## config.mk

```make
export PLATFORM = sky130hd
export DESIGN_NAME = tsa_timer
export DESIGN_NICKNAME = d
export VERILOG_FILES = /design/src/tsa_pkg.sv /design/src/tsa_fifo.sv /design/src/tsa_sync.sv /design/src/tsa_timer.sv
export SDC_FILE = /design/constraint.sdc
export NUM_CORES = 1
export LEC_CHECK = 0
export ABC_AREA = 1
export BUFFER_PORTS_ARGS = -buffer_cell sky130_fd_sc_hd__buf_2
export CORE_AREA = 2 2 90 92
export CTS_CLUSTER_DIAMETER = 150
export DETAILED_ROUTE_END_ITERATION = 16
export DIE_AREA = 0 0 92 94
export HOLD_SLACK_MARGIN = 0.03
export MAX_ROUTING_LAYER = met4
export PLACE_DENSITY = 0.75
export SLEW_MARGIN = 20
export SYNTH_ARGS = -nofsm -noshare
export SYNTH_HDL_FRONTEND = slang
export SYNTH_SLANG_ARGS = --single-unit
```

## constraint.sdc

```tcl
create_clock -name clk -period 2.4 [get_ports clk]
set_input_delay 0.48 -clock clk [delete_from_list [all_inputs] [get_ports clk]]
set_output_delay 0.48 -clock clk [all_outputs]
set_load 0.02 [all_outputs]
```

## src/tsa_pkg.sv

```systemverilog
package tsa_pkg;

   // Counter and bus geometry
   localparam int TSA_CNT_W      = 8;
   localparam int TSA_ADR_W      = 5;
   localparam int TSA_DAT_W      = 32;
   localparam int TSA_SEL_W      = 4;
   localparam int TSA_FIFO_DEPTH = 16;
   localparam int TSA_FIFO_W     = 1;

   // Register byte offsets
   localparam logic [TSA_ADR_W-1:0] TSA_OFS_CTRL    = 5'h00;
   localparam logic [TSA_ADR_W-1:0] TSA_OFS_PRELOAD = 5'h04;
   localparam logic [TSA_ADR_W-1:0] TSA_OFS_COUNT   = 5'h08;
   localparam logic [TSA_ADR_W-1:0] TSA_OFS_STATUS  = 5'h0C;
   localparam logic [TSA_ADR_W-1:0] TSA_OFS_TXBIT   = 5'h10;
   localparam logic [TSA_ADR_W-1:0] TSA_OFS_RXBIT   = 5'h14;

   // Control field positions
   localparam int TSA_CTRL_SEL_LO = 0;
   localparam int TSA_CTRL_SEL_HI = 1;
   localparam int TSA_CTRL_RUN    = 2;
   localparam int TSA_CTRL_START  = 3;
   localparam int TSA_CTRL_TXEN   = 4;

   // Status field positions
   localparam int TSA_STAT_RX     = 0;
   localparam int TSA_STAT_RXNEW  = 1;
   localparam int TSA_STAT_TX     = 2;
   localparam int TSA_STAT_FULL   = 3;
   localparam int TSA_STAT_EMPTY  = 4;
   localparam int TSA_STAT_ST_LO  = 5;
   localparam int TSA_STAT_ST_HI  = 6;

   // Reset and constant values
   localparam logic [TSA_CNT_W-1:0] TSA_CTRL_RST    = 8'h00;
   localparam logic [TSA_CNT_W-1:0] TSA_PRELOAD_RST = 8'h00;
   localparam logic [TSA_CNT_W-1:0] TSA_COUNT_RST   = 8'h00;
   localparam logic [TSA_CNT_W-1:0] TSA_CNT_MAX     = 8'hFF;
   localparam logic [TSA_CNT_W-1:0] TSA_CNT_ONE     = 8'h01;
   localparam logic                 TSA_LINE_IDLE   = 1'b1;
   localparam logic [TSA_DAT_W-1:0] TSA_DAT_ZERO    = 32'h0000_0000;

   typedef enum logic [1:0] {
      TSA_CLK_MCLK = 2'h0,
      TSA_CLK_ACLK = 2'h1,
      TSA_CLK_EXT  = 2'h2,
      TSA_CLK_AND  = 2'h3
   } tsa_clksel_t;

   typedef enum logic [1:0] {
      TSA_ST_STOP = 2'h0,
      TSA_ST_WAIT = 2'h1,
      TSA_ST_RUN  = 2'h3
   } tsa_state_t;

endpackage : tsa_pkg

```

## src/tsa_fifo.sv

```systemverilog
`timescale 1ns/1ps
module tsa_fifo
  #(parameter int WIDTH = 1,
    parameter int DEPTH = 16)
   (input  wire logic             clk,
    input  wire logic             rst_b,
    input  wire logic             inValid,
    output logic                  inReady,
    input  wire logic [WIDTH-1:0] inData,
    output logic                  outValid,
    input  wire logic             outReady,
    output logic      [WIDTH-1:0] outData);

   localparam int AW = $clog2(DEPTH);

   logic [WIDTH-1:0] mem [DEPTH];
   logic [AW:0]      wrPtr;
   logic [AW:0]      rdPtr;
   wire              push;
   wire              pop;

   assign push     = inValid & inReady;
   assign pop      = outValid & outReady;
   assign outValid = wrPtr != rdPtr;
   assign inReady  = (wrPtr[AW] == rdPtr[AW]) | (wrPtr[AW-1:0] != rdPtr[AW-1:0]);
   assign outData  = mem[rdPtr[AW-1:0]];

   always_ff @(posedge clk) begin
      if (push) begin
         mem[wrPtr[AW-1:0]] <= inData;
      end
   end

   always_ff @(posedge clk or negedge rst_b) begin
      if (!rst_b) begin
         wrPtr <= '0;
         rdPtr <= '0;
      end else begin
         wrPtr <= wrPtr + (AW+1)'(push);
         rdPtr <= rdPtr + (AW+1)'(pop);
      end
   end

endmodule : tsa_fifo

```

## src/tsa_sync.sv

```systemverilog
`timescale 1ns/1ps
module tsa_sync
  #(parameter int WIDTH = 2)
   (input  wire logic             clk,
    input  wire logic             rst_b,
    input  wire logic [WIDTH-1:0] async,
    output logic      [WIDTH-1:0] synced);

   logic [WIDTH-1:0] stage1;

   // Two-flop synchroniser, first stage feeds only the second
   always_ff @(posedge clk or negedge rst_b) begin
      if (!rst_b) begin
         stage1 <= '1;
         synced <= '1;
      end else begin
         stage1 <= async;
         synced <= stage1;
      end
   end

endmodule : tsa_sync

```

## src/tsa_timer.sv

```systemverilog
// Operation
// RULE1: Eight-bit counter with preload and control registers
// RULE2: Two bits pick one of four clocks
// RULE3: Counter write loads preload into counter
// RULE4: Preload rewritable without disturbing running count
// RULE5: Count up per clock while enabled
// RULE6: Start-detect mode waits for start edge
// RULE7: First sample after first full interval
// RULE8: Carry-out clocks receive and transmit latches
// RULE9: Hardware shifts one bit per interval
// RULE10: Shared pins give input and serial output
// RULE11: Carry-out reloads counter from preload
`timescale 1ns/1ps
module tsa_timer
  #(parameter int FIFO_DEPTH = tsa_pkg::TSA_FIFO_DEPTH)
   (input  wire logic                          clk,
    input  wire logic                          rst_b,
    input  wire logic                          wbCyc,
    input  wire logic                          wbStb,
    input  wire logic                          wbWe,
    input  wire logic [tsa_pkg::TSA_ADR_W-1:0] wbAdr,
    input  wire logic [tsa_pkg::TSA_SEL_W-1:0] wbSel,
    input  wire logic [tsa_pkg::TSA_DAT_W-1:0] wbDatW,
    output logic      [tsa_pkg::TSA_DAT_W-1:0] wbDatR,
    output logic                               wbAck,
    input  wire logic                          auxClock,
    input  wire logic                          sharedExternalInput,
    output logic                               serialOut,
    output logic                               serialOutEn);

   import tsa_pkg::*;

   // Synchronised pins
   logic [1:0]           syncBits;
   logic                 auxPrev;
   logic                 extPrev;
   wire                  auxLevel;
   wire                  extLevel;
   wire                  auxRise;
   wire                  extRise;
   wire                  extFall;

   // Registers and state
   logic [TSA_CNT_W-1:0] ctrl;
   logic [TSA_CNT_W-1:0] preload;
   logic [TSA_CNT_W-1:0] count;
   logic                 receiveSampleLatch;
   logic                 rxNew;
   tsa_state_t           state;
   tsa_state_t           next_state;
   logic [TSA_CNT_W-1:0] next_count;

   // Bus decode
   wire                  busReq;
   wire                  hitCtrl;
   wire                  hitPre;
   wire                  hitCount;
   wire                  hitStat;
   wire                  hitTx;
   wire                  hitRx;
   wire                  txStall;
   wire                  accept;
   wire                  wrLane;
   wire                  wrCtrl;
   wire                  wrPre;
   wire                  loadCnt;
   wire                  rdRx;
   wire [TSA_DAT_W-1:0]  next_rdData;
   wire [TSA_CNT_W-1:0]  statusWord;

   // Counter control
   tsa_clksel_t          clkSel;
   wire                  running;
   wire                  tick;
   wire                  step;
   wire                  wrap;

   // Transmit bit buffer
   wire                  fifoInValid;
   wire                  fifoInReady;
   wire                  fifoOutValid;
   wire [TSA_FIFO_W-1:0] fifoOutData;

   tsa_sync #(.WIDTH(2)) uSync (
      .clk    (clk),
      .rst_b  (rst_b),
      .async  ({sharedExternalInput, auxClock}),
      .synced (syncBits));

   assign auxLevel = syncBits[0];
   assign extLevel = syncBits[1];

   // Edge detect on the shared input and the auxiliary clock
   assign auxRise = auxLevel & ~auxPrev;
   assign extRise = extLevel & ~extPrev;               // [RULE10]
   assign extFall = ~extLevel & extPrev;               // [RULE10]

   always_ff @(posedge clk or negedge rst_b) begin
      if (!rst_b) begin
         auxPrev <= TSA_LINE_IDLE;
         extPrev <= TSA_LINE_IDLE;
      end else begin
         auxPrev <= auxLevel;
         extPrev <= extLevel;
      end
   end

   // Wishbone slave decode
   assign busReq   = wbCyc & wbStb & ~wbAck;
   assign wrLane   = wbSel[0];
   assign hitCtrl  = wbAdr == TSA_OFS_CTRL;
   assign hitPre   = wbAdr == TSA_OFS_PRELOAD;
   assign hitCount = wbAdr == TSA_OFS_COUNT;
   assign hitStat  = wbAdr == TSA_OFS_STATUS;
   assign hitTx    = wbAdr == TSA_OFS_TXBIT;
   assign hitRx    = wbAdr == TSA_OFS_RXBIT;
   assign txStall  = hitTx & wbWe & wrLane & ~fifoInReady;
   assign accept   = busReq & ~txStall;
   assign wrCtrl   = accept & wbWe & hitCtrl & wrLane;
   assign wrPre    = accept & wbWe & hitPre & wrLane;
   assign loadCnt  = accept & wbWe & hitCount;          // [RULE3]
   assign rdRx     = accept & ~wbWe & hitRx;

   assign statusWord = {1'b0,
                        state,
                        ~fifoOutValid,
                        ~fifoInReady,
                        serialOut,
                        rxNew,
                        receiveSampleLatch};

   assign next_rdData =
      wbWe     ? TSA_DAT_ZERO :
      hitCtrl  ? {24'h00_0000, ctrl} :
      hitPre   ? {24'h00_0000, preload} :
      hitCount ? {24'h00_0000, count} :
      hitStat  ? {24'h00_0000, statusWord} :
      hitRx    ? {31'h0000_0000, receiveSampleLatch} :
                 TSA_DAT_ZERO;

   always_ff @(posedge clk or negedge rst_b) begin
      if (!rst_b) begin
         wbAck  <= 1'b0;
         wbDatR <= TSA_DAT_ZERO;
      end else begin
         wbAck  <= accept;
         wbDatR <= accept ? next_rdData : TSA_DAT_ZERO;
      end
   end

   // Control and preload registers
   always_ff @(posedge clk or negedge rst_b) begin
      if (!rst_b) begin
         ctrl    <= TSA_CTRL_RST;
         preload <= TSA_PRELOAD_RST;
      end else begin
         if (wrCtrl) begin
            ctrl <= wbDatW[TSA_CNT_W-1:0];
         end
         if (wrPre) begin
            preload <= wbDatW[TSA_CNT_W-1:0];       // [RULE4]
         end
      end
   end

   // Clock source selection
   assign clkSel = tsa_clksel_t'(ctrl[TSA_CTRL_SEL_HI:TSA_CTRL_SEL_LO]);
   assign tick   = (clkSel == TSA_CLK_MCLK) ? 1'b1 :
                   (clkSel == TSA_CLK_ACLK) ? auxRise :
                   (clkSel == TSA_CLK_EXT)  ? extRise :
                                              extLevel;  // [RULE2]

   // Run, step and carry-out
   assign running = state == TSA_ST_RUN;
   assign step    = running & tick & ~loadCnt;          // [RULE5]
   assign wrap    = step & (count == TSA_CNT_MAX);

   // Start-bit wait state machine
   always_comb begin
      next_state = state;
      if (!ctrl[TSA_CTRL_RUN] | wrCtrl) begin
         next_state = TSA_ST_STOP;
      end else begin
         case (state)
            TSA_ST_STOP: begin
               next_state = ctrl[TSA_CTRL_START] ? TSA_ST_WAIT
                                                 : TSA_ST_RUN;
            end
            TSA_ST_WAIT: begin
               if (extFall) begin
                  next_state = TSA_ST_RUN;             // [RULE6]
               end
            end
            TSA_ST_RUN: begin
               next_state = TSA_ST_RUN;
            end
            default: begin
               next_state = TSA_ST_STOP;
            end
         endcase
      end
   end

   always_comb begin
      next_count = count;
      if (loadCnt) begin
         next_count = preload;                          // [RULE3]
      end else if (wrap) begin
         next_count = preload;                          // [RULE11]
      end else if (step) begin
         next_count = count + TSA_CNT_ONE;              // [RULE5]
      end
   end

   always_ff @(posedge clk or negedge rst_b) begin
      if (!rst_b) begin
         state <= TSA_ST_STOP;
         count <= TSA_COUNT_RST;
      end else begin
         state <= next_state;
         count <= next_count;                           // [RULE1]
      end
   end

   // Receive sample latch and transmit output latch
   always_ff @(posedge clk or negedge rst_b) begin
      if (!rst_b) begin
         receiveSampleLatch <= TSA_LINE_IDLE;
         rxNew              <= 1'b0;
         serialOut          <= TSA_LINE_IDLE;
         serialOutEn        <= 1'b0;
      end else begin
         if (wrap) begin
            receiveSampleLatch <= extLevel;             // [RULE7] [RULE8]
         end
         if (wrap & fifoOutValid) begin
            serialOut <= fifoOutData[0];                // [RULE8] [RULE9]
         end
         rxNew       <= wrap | (rxNew & ~rdRx);
         serialOutEn <= ctrl[TSA_CTRL_TXEN];            // [RULE10]
      end
   end

   // Software-supplied bits wait here for the next interval
   assign fifoInValid = accept & wbWe & hitTx & wrLane;

   tsa_fifo #(.WIDTH(TSA_FIFO_W), .DEPTH(FIFO_DEPTH)) uTxFifo (
      .clk      (clk),
      .rst_b    (rst_b),
      .inValid  (fifoInValid),
      .inReady  (fifoInReady),
      .inData   (wbDatW[TSA_FIFO_W-1:0]),
      .outValid (fifoOutValid),
      .outReady (wrap),                                 // [RULE9]
      .outData  (fifoOutData));
endmodule : tsa_timer

```

==> impl_metrics.yaml <==
clocking:
  clock_path_buffers: 2
  cts_setup_buffers: 0
  cts_buffers: 9
  cts_tree: "yes"
  cts_root_buf: "clkbuf_8"
  cts_resized: 0
  cts_hold_buf: 0
  clk_pin_slew_ns: 0.07
  clock-sinks: 71
  clk_latency_ns: 0.35
  cts-htree-levels: 3
sta:
  period_minus_slack_ns: 2.18
  rsz0062_at_grt: "no"
  slew-limit-headroom: 0.550
  setup_tns_ns: 0
  fin_skew_ns: 0.00786
  worst_slew_pin_slew_ns: 0.675
  slew_viol_final: 0
  setup_viol: 0
  final_hold_viol_count: 0
  max_freq_ghz: 0.459
  post-route-period-util: 0.907
routing:
  ant_nets: 0
  drc_errors: 0
  wl_um: 7250
  drtIter0Drc: 206
  dr_total_vias: 2728
  viasPerCell: 4.98
  avgRoutedWirePerCell_um: 13.2
  first_pass_iters: 4
floorplan:
  fp-row-count: 32
  start_util: 0.487
  die_area_mm2: 0.00865
  die_x_um: 92
  pin_count: 83
  core_area_mm2: 0.00761
  die_h_um: 94
cells_and_area:
  num-fill-cells: 693
  final_cell_mix: "nand2_1 (80), dfrtp_1 (47), nor2_1 (44), inv_1 (33), buf_2 (31)"
  layout.nets: 494
  final_common_cell: "nand2_1"
  drive_gt1_frac: 0.240
  final_area_mm2: 0.00410
  diodes: 0
  multiInputGateArea_mm2: 0.00151
  ff_latch_area_mm2: 0.00187
  area_growth_pct: 10.7
yosys:
  ys_seq_elements: 71
  ys_top_cells_by_area: "dfrtp_1 (32%), edfxtp_1 (13%), nand2_1 (8.1%), dfstp_2 (5.7%), buf_4 (4.9%)"
  synth_cell_types: 41
  synth-main-ff-cell: "dfrtp_1"
  synth_top_area_share: 0.318
  synth-edff-count: 16
  yosys_warnings: 0
  syn_area_mm2: 0.00370
  async_flop_share: 0.775
  netlist_instances: 399
  ys_seq_area_frac: 0.504
  postSynthAreaPerCell_um2: 9.28
  synth.largest_area_cell: "dfrtp_1"
setup_path:
  startpoint: "count[0]"
  cp.required_ns: 2.64
  worstRegToRegCells: 12
  cp.arrival_ns: 2.42
  timing.rr.start: "count[0]"
  crit_fanout: 5
  critPathCaptureType: "register"
  crit_path_start_kind: "register"
  crit_type: "register to register"
  ff2ff_setup_slack_ns: 0.22
global_route:
  grt_usage: 0.191
  grt_max_degree: 56
  grt_first_pass_wirelength_um: 12400
  grt_overflow: 0
  grt_pass1_vias: 2563
  antenna_found_initial: 0
power:
  power_density_mw_per_mm2: 624
  peakVddDrop_v: 0.000511
  p_leak_nw: 2.00
place:
  place_congestion: 0.884
  post-dp-hpwl_um: 5400
  post_dp_cell_area_mm2: 0.00387
  portBuffers: 31
job:
  cap_violations: 0
status:
  outcome: "complete, no violations"
worst_hold_path:
  min_path_cells: 1
  min_from: "sharedExternalInput"
  min-delay-path-class: "primary input to register"
-- kinds of logic (layout without fill, tap and decap cells) --
family / after synthesis / after routing / share of synthesized area
other cells: 1 / 24 / 0.00101
compound gates: 67 / 67 / 0.119
buf+inv: 70 / 94 / 0.110
simple gates: 173 / 173 / 0.221
flops: 71 / 71 / 0.504
xor+xnor: 12 / 12 / 0.0284
fa+ha+maj: 5 / 5 / 0.0169
-- critical path, stage by stage, from the launching register on --
cell      delay, ns
dfrtp_1        0.44
ha_1           0.21
nand2_1        0.09
nor3_2         0.22
nand2_1        0.08
nand3b_4       0.16
inv_1          0.06
nand2_1        0.06
nor2_2         0.11
ha_1           0.19
ha_1           0.19
nand3_1        0.11
xnor2_1        0.14
-- flip-flops by register name, summed over array words and instances, names as in the netlist --
register / cells
serialOut: 1
wbDatR: 8
uTxFifo.wrPtr: 5
uSync.synced: 2
count: 8
serialOutEn: 1
uSync.stage1: 2
state: 2
auxPrev: 1
wbAck: 1
ctrl: 8
uTxFifo.rdPtr: 5
preload: 8
receiveSampleLatch: 1
rxNew: 1
extPrev: 1
uTxFifo.mem: 16
-- per-layer routing --
layer  GRT usage  vias to the layer above  wire length, um
met3      0.0433                       14              345
met4      0.0734                        0              152
li1            -                     1347                -
met1       0.250                     1302             3350
met2       0.291                       65             3410
met5           -                        -                0
-- final timing paths --
check / end
setup reg to reg: uTxFifo.rdPtr[4]
max in group asynchronous: count[6]
hold / removal: uSync.stage1[1]
min in group asynchronous: count[7]
setup / recovery: uTxFifo.rdPtr[4]
hold reg to reg: uSync.synced[0]
-- through the flow --
step	std cells	hold WS [ns]	setup WS, ns	utilization	total power, W
floorplan	422	0.184	0.379	-	0.00148
global placement	532	0.346	0.249	0.509	0.00152
detailed placement	532	0.347	0.257	0.509	0.00153
CTS	548	0.217	0.222	0.538	0.00257
global route	548	0.209	0.00501	0.538	0.00265
finish	548	0.229	0.223	0.538	0.00256
-- report_power, final --
part           internal, W  switching, W
clock             0.000609      0.000443
sequential         0.00127     0.0000405
combinational    0.0000582      0.000130
total              0.00194      0.000614
-- synth_stat cells, drive strengths merged, types with 2 or more instances --
cell and n:
a211oi 5, a21oi 15, a22oi 5, a31oi 2, buf 31, dfrtp 47, dfstp 8, edfxtp 16
ha 5, inv 39, nand2 83, nand3 26, nand3b 2, nand4 2, nor2 54, nor3 3
o21ai 34, o22ai 3, or2 2, xnor2 3, xor2 9
-- area by class of cell --
cell class | instances | share of cell area
Tap cell | 102 | 0.0312
Clock inverter | 6 | 0.0205
Multi-Input combinational cell | 281 | 0.370
Timing Repair Buffer | 39 | 0.0525
Clock buffer | 10 | 0.0336
Sequential cell | 71 | 0.456
Inverter | 39 | 0.0370
(Power assumes the default switching activity.)
